### config.mk
export PLATFORM = sky130hd
export DESIGN_NAME = fcb_branch_unit
export DESIGN_NICKNAME = d
export VERILOG_FILES = /design/src/rtl/fcb_pkg.sv /design/src/rtl/fcb_target_if.sv /design/src/rtl/fcb_branch_unit.sv /design/src/rtl/fcb_target_calc.sv
export SDC_FILE = /design/constraint.sdc
export NUM_CORES = 1
export LEC_CHECK = 0
export BUFFER_PORTS_ARGS = -buffer_cell sky130_fd_sc_hd__buf_2
export CAP_MARGIN = 30
export CORE_ASPECT_RATIO = 1.75
export CORE_UTILIZATION = 30
export CTS_BUF_LIST = sky130_fd_sc_hd__clkbuf_2 sky130_fd_sc_hd__clkbuf_4 sky130_fd_sc_hd__clkbuf_8
export CTS_CLUSTER_DIAMETER = 40
export DETAILED_ROUTE_END_ITERATION = 8
export MAX_ROUTING_LAYER = met4
export PLACE_DENSITY = 0.6
export REMOVE_ABC_BUFFERS = 1
export SLEW_MARGIN = 5
export SYNTH_ARGS = -nofsm -noshare
export SYNTH_HDL_FRONTEND = slang
export SYNTH_HIERARCHICAL = 1
export SYNTH_SLANG_ARGS = --single-unit
### constraint.sdc
create_clock -name clock_i -period 3.25 [get_ports clock_i]
set_clock_uncertainty 0.2 [all_clocks]
set_input_delay 0.65 -clock clock_i [delete_from_list [all_inputs] [get_ports clock_i]]
set_output_delay 0.65 -clock clock_i [all_outputs]
set_load 0.02 [all_outputs]
### src/rtl/fcb_pkg.sv
package fcb_pkg;

  localparam int          WORD_W      = 16;
  localparam int          PC_W        = 21;
  localparam int          OFFS_W      = 8;
  localparam logic [7:0]  OPC_OVF_CLR = 8'he5;
  localparam logic [7:0]  OPC_ZER_CLR = 8'he1;
  localparam int          OPC_HI      = 15;
  localparam int          OPC_LO      = 8;
  localparam int          OFFS_HI     = 7;
  localparam int          OFFS_LO     = 0;
  localparam logic [1:0]  PHASE_DEC   = 2'h0;
  localparam logic [1:0]  PHASE_RD    = 2'h1;
  localparam logic [1:0]  PHASE_PROC  = 2'h2;
  localparam logic [1:0]  PHASE_WR    = 2'h3;
  localparam int          TAKEN_CYC   = 2;
  localparam int          SKIP_CYC    = 1;

  typedef enum logic [1:0]
  {
    FCB_IDLE  = 2'b00,
    FCB_EXEC  = 2'b01,
    FCB_NOP   = 2'b10
  } fcb_state_t;

endpackage

### src/rtl/fcb_target_if.sv
`timescale 1ns/1ps
interface fcb_target_if;
  logic [fcb_pkg::PC_W-1:0]   pc;
  logic [fcb_pkg::OFFS_W-1:0] offs;
  logic [fcb_pkg::PC_W-1:0]   target;

  modport core
  (
    output pc,
    output offs,
    input  target
  );
  modport calc
  (
    input  pc,
    input  offs,
    output target
  );
endinterface

### src/rtl/fcb_branch_unit.sv
`timescale 1ns/1ps
module fcb_branch_unit
(
  input  wire logic                         clock_i,
  input  wire logic                         arst_n_i,
  input  wire logic                         ce_i,
  input  wire logic [1:0]                   phase_i,
  input  wire logic                         insn_valid_i,
  input  wire logic [fcb_pkg::WORD_W-1:0]   insn_i,
  input  wire logic [fcb_pkg::PC_W-1:0]     pc_i,
  input  wire logic                         ovf_i,
  input  wire logic                         zero_i,
  output logic                              is_branch_o,
  output logic                              busy_o,
  output logic                              pc_we_o,
  output logic [fcb_pkg::PC_W-1:0]          pc_o,
  output logic                              taken_o,
  output logic                              flags_we_o
);

  fcb_pkg::fcb_state_t             state_reg;
  fcb_pkg::fcb_state_t             state_next;
  logic [fcb_pkg::WORD_W-1:0]      insn_reg;
  logic                            taken_reg;
  logic [fcb_pkg::PC_W-1:0]        pc_reg;
  logic                            pc_we_reg;

  wire logic [7:0]                 opc;
  wire logic                       dec_ovf;
  wire logic                       dec_zer;
  wire logic                       dec_any;
  wire logic                       cond_ok;
  wire logic                       start;
  wire logic                       at_dec;
  wire logic                       at_wr;
  wire logic                       held_ovf;

  fcb_target_if tif ();

  fcb_target_calc u_calc
  (
    .t (tif.calc)
  );

  function automatic logic match_opc(input logic [7:0] o, input logic [7:0] ref_o);
    match_opc = (o == ref_o);
  endfunction

  assign dec_ovf  = match_opc(opc, fcb_pkg::OPC_OVF_CLR);
  assign dec_zer  = match_opc(opc, fcb_pkg::OPC_ZER_CLR);
  assign opc      = insn_i[fcb_pkg::OPC_HI:fcb_pkg::OPC_LO];
  assign dec_any  = dec_ovf | dec_zer;
  assign at_dec   = ce_i && (phase_i == fcb_pkg::PHASE_DEC);
  assign at_wr    = ce_i && (phase_i == fcb_pkg::PHASE_WR);
  assign start    = at_dec && insn_valid_i && dec_any && (state_reg == fcb_pkg::FCB_IDLE);
  // latched word picks the flag, the live insn_i may already hold the next word
  assign held_ovf = match_opc(insn_reg[fcb_pkg::OPC_HI:fcb_pkg::OPC_LO],
                              fcb_pkg::OPC_OVF_CLR);
  assign cond_ok  = held_ovf ? !ovf_i : !zero_i;
  // offset from low byte of latched word
  assign tif.offs = insn_reg[fcb_pkg::OFFS_HI:fcb_pkg::OFFS_LO];
  assign tif.pc   = pc_i;

  // flags are never written by these branches
  assign flags_we_o  = 1'b0;
  assign is_branch_o = insn_valid_i && dec_any;
  assign busy_o      = (state_reg != fcb_pkg::FCB_IDLE);
  assign pc_we_o     = pc_we_reg;
  assign pc_o        = pc_reg;
  assign taken_o     = taken_reg;

  // exec cycle, then a nop cycle when taken
  always_comb
  begin
    state_next = state_reg;
    case (state_reg)
      fcb_pkg::FCB_IDLE:
        if (start)
          state_next = fcb_pkg::FCB_EXEC;
      fcb_pkg::FCB_EXEC:
        // untaken ends at the close of the first cycle
        if (at_wr)
          state_next = cond_ok ? fcb_pkg::FCB_NOP : fcb_pkg::FCB_IDLE;
      fcb_pkg::FCB_NOP:
        if (at_wr)
          state_next = fcb_pkg::FCB_IDLE;
      default:
        state_next = fcb_pkg::FCB_IDLE;
    endcase
  end

  always_ff @(posedge clock_i or negedge arst_n_i)
  begin
    if (!arst_n_i)
    begin
      state_reg <= fcb_pkg::FCB_IDLE;
      insn_reg  <= '0;
      taken_reg <= 1'b0;
      pc_reg    <= '0;
      pc_we_reg <= 1'b0;
    end
    else if (ce_i)
    begin
      state_reg <= state_next;
      if (start)
        insn_reg <= insn_i;
      // write pc = incremented pc + 2n in last phase
      pc_we_reg <= (state_reg == fcb_pkg::FCB_EXEC) && at_wr && cond_ok;
      if ((state_reg == fcb_pkg::FCB_EXEC) && at_wr)
      begin
        taken_reg <= cond_ok;
        if (cond_ok)
          pc_reg <= tif.target;
      end
    end
  end

  // no pc write when flag set
  a_no_write_untaken : assert property (@(posedge clock_i) disable iff (!arst_n_i)
    (ce_i && state_reg == fcb_pkg::FCB_EXEC && at_wr && !cond_ok) |=> !pc_we_o)
    else $error("pc written on untaken branch");

  a_target_value : assert property (@(posedge clock_i) disable iff (!arst_n_i)
    (state_reg == fcb_pkg::FCB_EXEC && at_wr && cond_ok) |=>
      (pc_we_o && pc_o == $past(pc_i) +
       {{(fcb_pkg::PC_W-9){$past(insn_reg[7])}}, $past(insn_reg[7:0]), 1'b0}))
    else $error("branch target wrong");

  a_taken_nop : assert property (@(posedge clock_i) disable iff (!arst_n_i)
    (ce_i && state_reg == fcb_pkg::FCB_EXEC && at_wr && cond_ok) |=>
      state_reg == fcb_pkg::FCB_NOP)
    else $error("taken branch skipped nop cycle");

  a_ovf_decode : assert property (@(posedge clock_i) disable iff (!arst_n_i)
    (insn_valid_i && insn_i[15:8] == 8'he5) |-> is_branch_o)
    else $error("overflow-clear branch not decoded");

  a_zero_decode : assert property (@(posedge clock_i) disable iff (!arst_n_i)
    (insn_valid_i && insn_i[15:8] == 8'he1) |-> is_branch_o)
    else $error("zero-clear branch not decoded");

  a_flags_kept : assert property (@(posedge clock_i) disable iff (!arst_n_i)
    busy_o |-> !flags_we_o)
    else $error("branch wrote flags");

  a_write_source : assert property (@(posedge clock_i) disable iff (!arst_n_i)
    $rose(pc_we_o) |-> $past(state_reg) == fcb_pkg::FCB_EXEC)
    else $error("pc write outside exec cycle");

  a_untaken_idle : assert property (@(posedge clock_i) disable iff (!arst_n_i)
    (ce_i && state_reg == fcb_pkg::FCB_EXEC && at_wr && !cond_ok) |=>
      state_reg == fcb_pkg::FCB_IDLE)
    else $error("untaken branch took extra cycle");

  // exec cycle lasts until its write phase
  a_exec_hold : assert property (@(posedge clock_i) disable iff (!arst_n_i)
    (ce_i && state_reg == fcb_pkg::FCB_EXEC && !at_wr) |=>
      state_reg == fcb_pkg::FCB_EXEC)
    else $error("exec cycle ended early");

  // nop cycle runs all four phases
  a_nop_hold : assert property (@(posedge clock_i) disable iff (!arst_n_i)
    (ce_i && state_reg == fcb_pkg::FCB_NOP && !at_wr) |=>
      state_reg == fcb_pkg::FCB_NOP)
    else $error("nop cycle ended early");

  a_nop_quiet : assert property (@(posedge clock_i) disable iff (!arst_n_i)
    (ce_i && state_reg == fcb_pkg::FCB_NOP) |=> !pc_we_o)
    else $error("pc written in nop cycle");

  // end of nop cycle frees the unit
  a_nop_done : assert property (@(posedge clock_i) disable iff (!arst_n_i)
    (state_reg == fcb_pkg::FCB_NOP && at_wr) |=> !busy_o)
    else $error("unit still busy after nop cycle");

  // decoded word is held for the whole branch
  a_word_latched : assert property (@(posedge clock_i) disable iff (!arst_n_i)
    start |=> (state_reg == fcb_pkg::FCB_EXEC && insn_reg == $past(insn_i)))
    else $error("branch word not latched at decode");

  // write strobe lasts one enabled edge
  a_we_pulse : assert property (@(posedge clock_i) disable iff (!arst_n_i)
    (ce_i && pc_we_o) |=> !pc_we_o)
    else $error("pc write strobe held too long");

  // untaken branch keeps the old target
  a_untaken_pc_kept : assert property (@(posedge clock_i) disable iff (!arst_n_i)
    (state_reg == fcb_pkg::FCB_EXEC && at_wr && !cond_ok) |=> $stable(pc_o))
    else $error("pc target changed on untaken branch");

  // set overflow flag blocks the branch
  a_ovf_blocks : assert property (@(posedge clock_i) disable iff (!arst_n_i)
    (state_reg == fcb_pkg::FCB_EXEC && at_wr && held_ovf && ovf_i) |=> !taken_o)
    else $error("branch taken with overflow set");

  // set zero flag blocks the branch
  a_zero_blocks : assert property (@(posedge clock_i) disable iff (!arst_n_i)
    (state_reg == fcb_pkg::FCB_EXEC && at_wr && !held_ovf && zero_i) |=> !taken_o)
    else $error("branch taken with zero set");

  a_other_ignored : assert property (@(posedge clock_i) disable iff (!arst_n_i)
    (opc != fcb_pkg::OPC_OVF_CLR && opc != fcb_pkg::OPC_ZER_CLR) |-> !is_branch_o)
    else $error("unknown opcode decoded as branch");

  // a stalled core must see the same state when the enable returns
  a_ce_freeze : assert property (@(posedge clock_i) disable iff (!arst_n_i)
    !ce_i |=> ($stable(state_reg) && $stable(pc_o) && $stable(pc_we_o) && $stable(taken_o)))
    else $error("state moved while clock enable low");

endmodule

### src/rtl/fcb_target_calc.sv
`timescale 1ns/1ps
module fcb_target_calc
(
  fcb_target_if.calc t
);
  // sign-extend, double, add; wraps modulo the pc width
  wire logic [fcb_pkg::PC_W-1:0] offs_x2;

  assign offs_x2  = {{(fcb_pkg::PC_W-fcb_pkg::OFFS_W-1){t.offs[fcb_pkg::OFFS_W-1]}}, t.offs, 1'b0};
  assign t.target = t.pc + offs_x2;
endmodule

* Word level (Yosys, flattened, before mapping)
Cells that the tools add are included.
Cells by class: add/sub/neg operators 1, eq/ne operators 9, multiplexer cells 6, bitwise gates (word level) 1, reductions and logical operators 17
Operator list (number):
- equality test 8 bit (second input constant) | 3
- adder 21 bit | 1
- logical AND 1 bit | 8
- 2-to-1 mux 2 bit | 4
- inequality test 2 bit (second input constant) | 3
- case mux 2 bit (3 select lines) | 1
- equality test 2 bit (second input constant) | 2
- logical NOT 2 bit | 2
- AND reduction 2 bit | 2
- AND reduction 4 bit | 1
- AND reduction 3 bit | 1
- equality test 2 x 1 -> 1 bit (second input constant) | 1
- logical NOT 1 bit | 2
- nonzero test 2 bit | 1
- 2-to-1 mux 1 bit | 1
- OR 1 bit | 1
Storage, ports and cells: bits in registers 41, bits of input ports 45, logic and storage cells 39

* Logic depth before layout (Yosys ltp)
Gate-level depths: netlist (run 1).
word-level depth 7, depth in mapped cells 8

* Cells and area by module
Netlist (run 1), hierarchy kept.
By module, submodules not included:
- fcb_branch_unit | times used 1, cells each 107, area each 1651.6 µm², sequential area each 1026.0 µm²
- fcb_target_calc | times used 1, cells each 133, area each 1008.5 µm², sequential area each 0.0 µm²

* Worst setup path after synthesis (run 1)
OpenSTA, ideal clock, no wires.
path type input to register, start point input port pc_i[1] (netlist bit), end point register pc_reg (netlist bit pc_o[19]), library setup time 0.125 ns, arrival 2.450 ns, required time 2.925 ns, path slack 0.475 ns, stages 8, buffers on the path 0, cells stage by stage ha_1 > fa_1 > a211oi_1 > o21ai_1 > nand4_1 > nand2_1 > o311a_1 > mux2_4
On the way: longest elaborated chain between the ends 1
RTL lines:
- start: declaration | RTL line fcb_branch_unit.sv:10 | input wire logic [fcb_pkg::PC_W-1:0] pc_i,
- adder 21 bit | RTL line fcb_target_calc.sv:10 | assign t.target = t.pc + offs_x2;
- net tif.target, one bit | RTL line fcb_target_if.sv:5 | logic [fcb_pkg::PC_W-1:0] target;
- end signal: assignment | RTL line fcb_branch_unit.sv:113 | pc_reg <= tif.target;
- end: declaration | RTL line fcb_branch_unit.sv:25 | logic [fcb_pkg::PC_W-1:0] pc_reg;
The timed path passes the listed nets, and every way through them passes these cells. A chain may end at the register's enable or synchronous reset.

* Worst setup path in the final report (run 1)
start point register insn_reg[7] (netlist bit), end point register pc_reg (netlist bit pc_o[19])
On the way: longest elaborated chain between the ends 1
RTL lines:
- start: declaration | RTL line fcb_branch_unit.sv:23 | logic [fcb_pkg::WORD_W-1:0] insn_reg;
- start signal: assignment | RTL line fcb_branch_unit.sv:106 | insn_reg <= insn_i;
- adder 21 bit | RTL line fcb_target_calc.sv:10
- net tif.target, one bit | RTL line fcb_target_if.sv:5
The timed path passes the listed nets, and every way through them passes these cells.

==> results.txt, run 1 <==
Crit path from -> insn_reg[7]
Hold Buf Count CTS -> 0
CTS clk-pin slew, worst paths -> 80 ps
Worst Path Arrival -> 2870 ps
Skew-Pair Late Insertion Delay -> 300 ps
Setup WS pre-CTS -> 148.1 ps
Vias/cell -> 4.895
Non-filler cells, final -> 428
Critical Path Start Type -> register
Row count -> 45
Period utilization -> 0.8860
Die Area -> 9262 um2
Fill cells -> 885
Switch share -> 0.2599
Multi-input logic area -> 1567 um2
Global-route usage over all layers -> 0.1447
Main combinational cell family by area after synthesis -> compound AO/OA/AOI/OAI gates
Avg Cell Area, Syn -> 11.08 um2
Root Buffer -> clkbuf_8
Finished Cell Area -> 3217 um2
Mux cell area share after synthesis -> 0.1463
Post-synth ARST share -> 1.000
HP Class -> in -> async
Final HPWL from detailed placement -> 4690 um
Largest cells by area after synthesis -> dfrtp_1, ha_1, mux2_4, mux2_2, a21oi_1
Sequential-to-total area share from yosys stat -> 0.3857
Largest net degree at the start of global routing -> 42
Iteration-0 DRC Markers -> 54
Tmin final -> 2880 ps
CTS H-tree depth -> 2
Post-CTS setup buffer count -> 0
Vias in the first global route -> 2,144
Gpl congestion -> 0.8452
Cell Pwr Density -> 305.3 nW/um2
Max reg flops -> 21
Chip width -> 73.18 um
Final setup viols -> 0
First-pass GRT wire length -> 9880 um
Via count -> 2,095
Adder-cell share of the synthesized area -> 0.09690
Post-synthesis xor/xnor area fraction -> 0.05268
Max Fclk -> 347.3 MHz
Final setup TNS -> 0 ps
Worst VDD drop -> 0.2607 mV
Max clock buf depth -> 2
RSZ-0062 raised after global routing -> no
Ys Warns -> 6
FF-to-FF path depth -> 7
Synth top cells by count -> dfrtp_1, a21oi_1, ha_1, nand2_1, mux2_2
Area delta synth->final -> 20.93%
Compound-gate portion of the synthesized area -> 0.1604
Fin util -> 0.3734
Critical path class -> reg -> reg
Cell area after synthesis -> 2660 um2
Initial antenna violation count -> 0
Hold_ws -> 77.67 ps
Yosys reg bits -> 41
Share of layout cells above drive strength 1 -> 0.3762
Post-synth cell types -> 54
WP data required -> 3250 ps
Boundary Pins -> 71
Hold Fails Final Rpt -> 0
Clock power share -> 0.344
Slew HR -> 0.6398
Buffers added on ports -> 69
Placed cell count -> 419
Initial Util -> 0.3088
Count leader, synth -> dfrtp_1
Sw Pwr -> 0.2552 mW
Flop pwr share -> 0.525
Core ar. -> 8615 um2
Storage cell area -> 1026 um2
Final Power -> 0.9820 mW
Post-DP Area -> 3110 um2
Dominant synthesized flop cell -> dfrtp_1
Overflow after GRT -> 0
Logic pwr share -> 0.130
Pre-Repair DR Iteration Count -> 6
WL/cell -> 14.16 um
ANT nets after route -> 0
Final WS setup -> 370.4 ps
Leak Pwr -> 1.778 nW
Final-stage net count -> 375
Clock sinks -> 41
Aggregate routed wire length -> 6059 um
Total CTS buffers -> 5
# diodes -> 0
Max-cap violations -> 0
Final Max Slew Viols -> 0
Crit end category -> register
Synth Area in Simple Gates -> 0.1279
Mapped Cells -> 240
Worst r2r src -> insn_reg[7]
Worst setup path end -> pc_o[19]
Worst-path fanout max -> 14
Synth top area share -> 0.3857
Status -> completed
Die height -> 126.6 um
DR DRC count -> 0
Reg2Reg Setup Slack -> 370 ps
TritonCTS clock tree -> done
Post-synth EDFFs -> 0
Int Power -> 0.7268 mW
Post-cts sizing count -> 0
Cell taking the most area after synthesis -> dfrtp_1
Worst-margin pin slew -> 540.2 ps
Reg2reg end -> pc_o[19]
-- routing by layer --
layer / vias to the layer above / routed length (um) / global-route usage
li1: 1029 / - / -
met2: 46 / 3407 / 0.2685
met4: 0 / 122 / 0.05882
met5: - / 0 / -
met3: 9 / 211 / 0.02303
met1: 1011 / 2317 / 0.1448
-- power groups by stage --
stage | Sequential [mW] | Clock [mW] | Combinational [mW]
after detailed placement | 0.526 | 0 | 0.127
after CTS | 0.516 | 0.357 | 0.127
after global routing | 0.517 | 0.377 | 0.143
after global placement | 0.526 | 0 | 0.125
after floorplan | 0.526 | 0 | 0.0688
final | 0.516 | 0.338 | 0.128
-- critical path, stage by stage (launching register included) --
cell       delay (ps)
dfrtp_1           690
ha_1              400
a2111oi_0         460
o21ai_1           160
nand4_1           200
nand2_1           110
o311a_1           300
mux2_4            260
-- cells by family (layout without fill, tap and decap cells) --
logic type	Yosys count	in the layout
AOI/OAI and AO/OA	60	60
xor gates and xnor gates	16	16
adders and majority gates	20	20
buffers and inverters	12	83
DFF	41	41
muxes	31	31
other	1	1
and+or+nand+nor	59	59
-- how the worst min path moves through the flow --
stage	start	to	slack, ps	depth (start not counted)
2_1_floorplan	arst_n_i	insn_reg[0]	150	0
3_3_place_gp	insn_reg[13]	insn_reg[13]	240	1
3_5_place_dp	insn_reg[13]	insn_reg[13]	250	1
4_1_cts	insn_reg[13]	insn_reg[13]	270	1
5_1_grt	arst_n_i	pc_o[10]	90	1
6_report	arst_n_i	pc_o[9]	80	1
-- placed cells by master, fill, tap and decap left out, drive strengths merged, types with 2 or more instances in the layout --
cell type  synthesis  routed
nor3               3       3
xnor2             10      10
or2                5       5
buf                7      72
mux2              30      30
dfrtp             41      41
a21oi             19      19
a2111oi            2       2
nand4              7       7
o21ai             13      13
o21bai             3       3
nor2b              4       4
xor2               6       6
clkbuf             2       6
nor2               3       3
nand3              6       6
inv                3       3
and2               3       3
o311a              2       2
a211oi             3       3
a31oi              2       2
nand2             15      15
and3               5       5
ha                19      19
a21o               8       8
o211ai             2       2
clkinv             0       2
-- area by class of cell --
| type | instances | share of cell area |
|---|---|---|
| inverters | 3 | 0.003501 |
| repair buffers | 72 | 0.1182 |
| clock buffers | 6 | 0.02373 |
| multi-input cells | 187 | 0.4870 |
| well taps | 117 | 0.04551 |
| clock inverters | 2 | 0.003112 |
| flip-flops and latches | 41 | 0.3189 |
(Power assumes the default switching activity.)
==> run 2: changes to the inputs <==
- PLACE_DENSITY: 0.6 -> 0.61
- SYNTH_HIERARCHICAL: 1 -> default
==> results.txt, run 2 <==
Status -> finished, violations left (was completed)
Failing checks -> DRC
Clock sinks -> 41 (unchanged)
Sequential-to-total area share from yosys stat -> 0.4098 (was 0.3857)
Boundary Pins -> 71 (unchanged)
Worst Path Arrival -> 2860 ps (was 2870 ps)
Gpl congestion -> 0.8980 (was 0.8452)
Max clock buf depth -> 2 (unchanged)
Leak Pwr -> 1.596 nW (was 1.778 nW)
Buffers added on ports -> 69 (unchanged)
Final Power -> 1.667 mW (was 0.9820 mW)
Most frequent cells in the layout -> buf_2, dfrtp_1, nand2_1 (was buf_2, dfrtp_1, a21oi_1, ha_1, nand2_1)
Dominant synthesized flop cell -> dfrtp_1 (unchanged)
Most common cell after layout, fill and taps aside -> buf_2 (unchanged)
Initial antenna violation count -> 0 (unchanged)
ANT nets after route -> 0 (unchanged)
Skew-Pair Late Insertion Delay -> 290 ps (was 300 ps)
Cell Pwr Density -> 547.9 nW/um2 (was 305.3 nW/um2)
Max reg flops -> 21 (unchanged)
Max Fclk -> 352.9 MHz (was 347.3 MHz)
Mapped Cells -> 258 (was 240)
First-pass GRT wire length -> 9321 um (was 9880 um)
Slew HR -> 0.5703 (was 0.6398)
DR DRC count -> 3 (was 0)
Initial Util -> 0.3123 (was 0.3088)
Largest cells by area after synthesis -> dfrtp_1, ha_1, mux2_2, o21ai_0, nand2_1 (was dfrtp_1, ha_1, mux2_4, mux2_2, a21oi_1)
Finished Cell Area -> 3043 um2 (was 3217 um2)
Pre-Repair DR Iteration Count -> 6 (unchanged)
Critical path class -> reg -> reg (unchanged)
Post-DP Area -> 2927 um2 (was 3110 um2)
Tmin final -> 2834 ps (was 2880 ps)
Family with the most delay on the worst path -> compound AO/OA/AOI/OAI gates (unchanged)
Aggregate routed wire length -> 5669 um (was 6059 um)
Yosys reg bits -> 41 (unchanged)
Synth top area share -> 0.4098 (was 0.3857)
FF-to-FF path depth -> 7 (unchanged)
Worst r2r src -> insn_reg[7] (unchanged)
Avg Cell Area, Syn -> 9.704 um2 (was 11.08 um2)
Post-synth cell types -> 47 (was 54)
Critical Path Stages -> 7 (unchanged)
Die height -> 122.9 um (was 126.6 um)
Placed cell count -> 409 (was 419)
Post-synth EDFFs -> 0 (unchanged)
Root Buffer -> clkbuf_8 (unchanged)
Critical Path Start Type -> register (unchanged)
Ys Warns -> 0 (was 6)
Share of layout cells above drive strength 1 -> 0.2896 (was 0.3762)
Cell taking the most area after synthesis -> dfrtp_1 (unchanged)
Cell area after synthesis -> 2504 um2 (was 2660 um2)
Vias/cell -> 5.045 (was 4.895)
Number of buffers and inverters on the critical path -> 0 (unchanged)
Hold Buf Count CTS -> 0 (unchanged)
Overflow after GRT -> 0 (unchanged)
Max-cap violations -> 0 (unchanged)
Global-route usage over all layers -> 0.1408 (was 0.1447)
Die Area -> 8729 um2 (was 9262 um2)
Final setup viols -> 0 (unchanged)
Worst-margin pin slew -> 643.0 ps (was 540.2 ps)
WP data required -> 3280 ps (was 3250 ps)
Crit path largest cell delay -> 670 ps (was 690 ps)
Via count -> 2,109 (was 2,095)
Area delta synth->final -> 21.54% (was 20.93%)
Post-CTS setup buffer count -> 0 (unchanged)
CTS H-tree depth -> 2 (unchanged)
Post-synth ARST share -> 1.000 (unchanged)
TritonCTS clock tree -> done (unchanged)
Worst VDD drop -> 0.2789 mV (was 0.2607 mV)
Crit-path cells -> ha_1, a211o_1, a21oi_1, o211ai_1, a31o_2, or4_1, nand3_1 (was ha_1, a2111oi_0, o21ai_1, nand4_1, nand2_1, o311a_1, mux2_4)
Non-filler cells, final -> 418 (was 428)
Final-stage net count -> 392 (was 375)
HP Class -> in -> async (unchanged)
Largest net degree at the start of global routing -> 42 (unchanged)
Vias in the first global route -> 2,015 (was 2,144)
# diodes -> 0 (unchanged)
Post-cts sizing count -> 0 (unchanged)
Final Max Slew Viols -> 0 (unchanged)
Slowest cell on the critical path -> dfrtp_1 (unchanged)
WL/cell -> 13.56 um (was 14.16 um)
Total CTS buffers -> 5 (unchanged)
Period utilization -> 0.8719 (was 0.8860)
Row count -> 43 (was 45)
Chip width -> 71.06 um (was 73.18 um)
Iteration-0 DRC Markers -> 142 (was 54)
Crit end category -> register (unchanged)
CTS clk-pin slew, worst paths -> 80 ps (about the same)
Final HPWL from detailed placement -> 4362 um (was 4690 um)
Core ar. -> 8016 um2 (was 8615 um2)
Count leader, synth -> dfrtp_1 (unchanged)
Synth top cells by count -> dfrtp_1, nand2_1, o21ai_0, ha_1, a21oi_1 (was dfrtp_1, a21oi_1, ha_1, nand2_1, mux2_2)
Worst-path fanout max -> 14 (unchanged)
Crit path from -> insn_reg[7] (unchanged)
Hold Fails Final Rpt -> 0 (unchanged)
Final setup TNS -> 0 ps (unchanged)
RSZ-0062 raised after global routing -> no (unchanged)
Hold_ws -> 66.63 ps (was 77.67 ps)
[run 2: changes by cell type after synthesis, moves of 4 or more]
cell      delta
or2_2        -4
mux2_1       -7
a21oi_1      -5
clkbuf_1     +5
nand2b_1     +6
nand2_1     +17
o21ai_0     +17
inv_1        +5
mux2_4      -10
[run 2: layer usage]
| metal | vias up | track usage | routed length, um |
|---|---|---|---|
| met5 | - | - | 0 |
| met2 | 52 | 0.2572 | 2989 |
| met4 | 0 | 0.04875 | 93 |
| met1 | 981 | 0.1536 | 2349 |
| li1 | 1065 | - | - |
| met3 | 11 | 0.02217 | 237 |
[run 2: power breakdown]
part	switching (mW)	internal [mW]	leakage, nW
clock	0.185	0.172	0.0512
sequential	0.0762	0.654	0.547
combinational	0.361	0.219	0.998
[run 2: cells by family (layout without fill, tap and decap cells)]
| group | after synthesis | in the layout | share of synthesized area |
|---|---|---|---|
| adder cells (fa/ha/maj) | 20 | 20 | 0.1029 |
| AO/OA/AOI/OAI | 75 | 75 | 0.1879 |
| flip-flops | 41 | 41 | 0.4098 |
| XOR/XNOR | 16 | 16 | 0.05597 |
| AND/OR/NAND/NOR | 75 | 75 | 0.1559 |
| other | 1 | 1 | 0.001498 |
| multiplexers | 12 | 12 | 0.05397 |
| buffers and inverters | 18 | 88 | 0.03199 |
[run 2: per-stage QoR]
stage	worst slack, ps	util
6_report	416.4	0.3796
3_5_place_dp	179.9	0.3651
4_1_cts	386.4	0.3771
3_3_place_gp	201.7	0.3651
2_1_floorplan	509.2	-
5_1_grt	300.0	0.3796
[run 2: final cells by class]
class | instances | area (um2)
flip-flops and latches | 41 | 1026
repair buffers | 72 | 380.4
inverters | 8 | 30.03
well taps | 90 | 112.6
fillers | 812 | 4974
multi-input cells | 199 | 1398
clock buffers | 6 | 82.58
clock inverters | 2 | 13.76
[run 2: worst register-to-register path, cell delays in order, from the launching register on]
cell      delay, ps
dfrtp_1         670
ha_1            420
a211o_1         290
a21oi_1         260
o211ai_1        120
a31o_2          270
or4_1           460
nand3_1          90
[run 2: worst paths after layout]
path	to	slack, ps
setup / recovery	pc_o[20]	420
hold / removal	pc_o[7]	70
setup reg to reg	pc_o[20]	420
hold reg to reg	insn_reg[15]	270
max in group asynchronous	insn_reg[14]	2320
min in group clock_i	insn_reg[15]	270
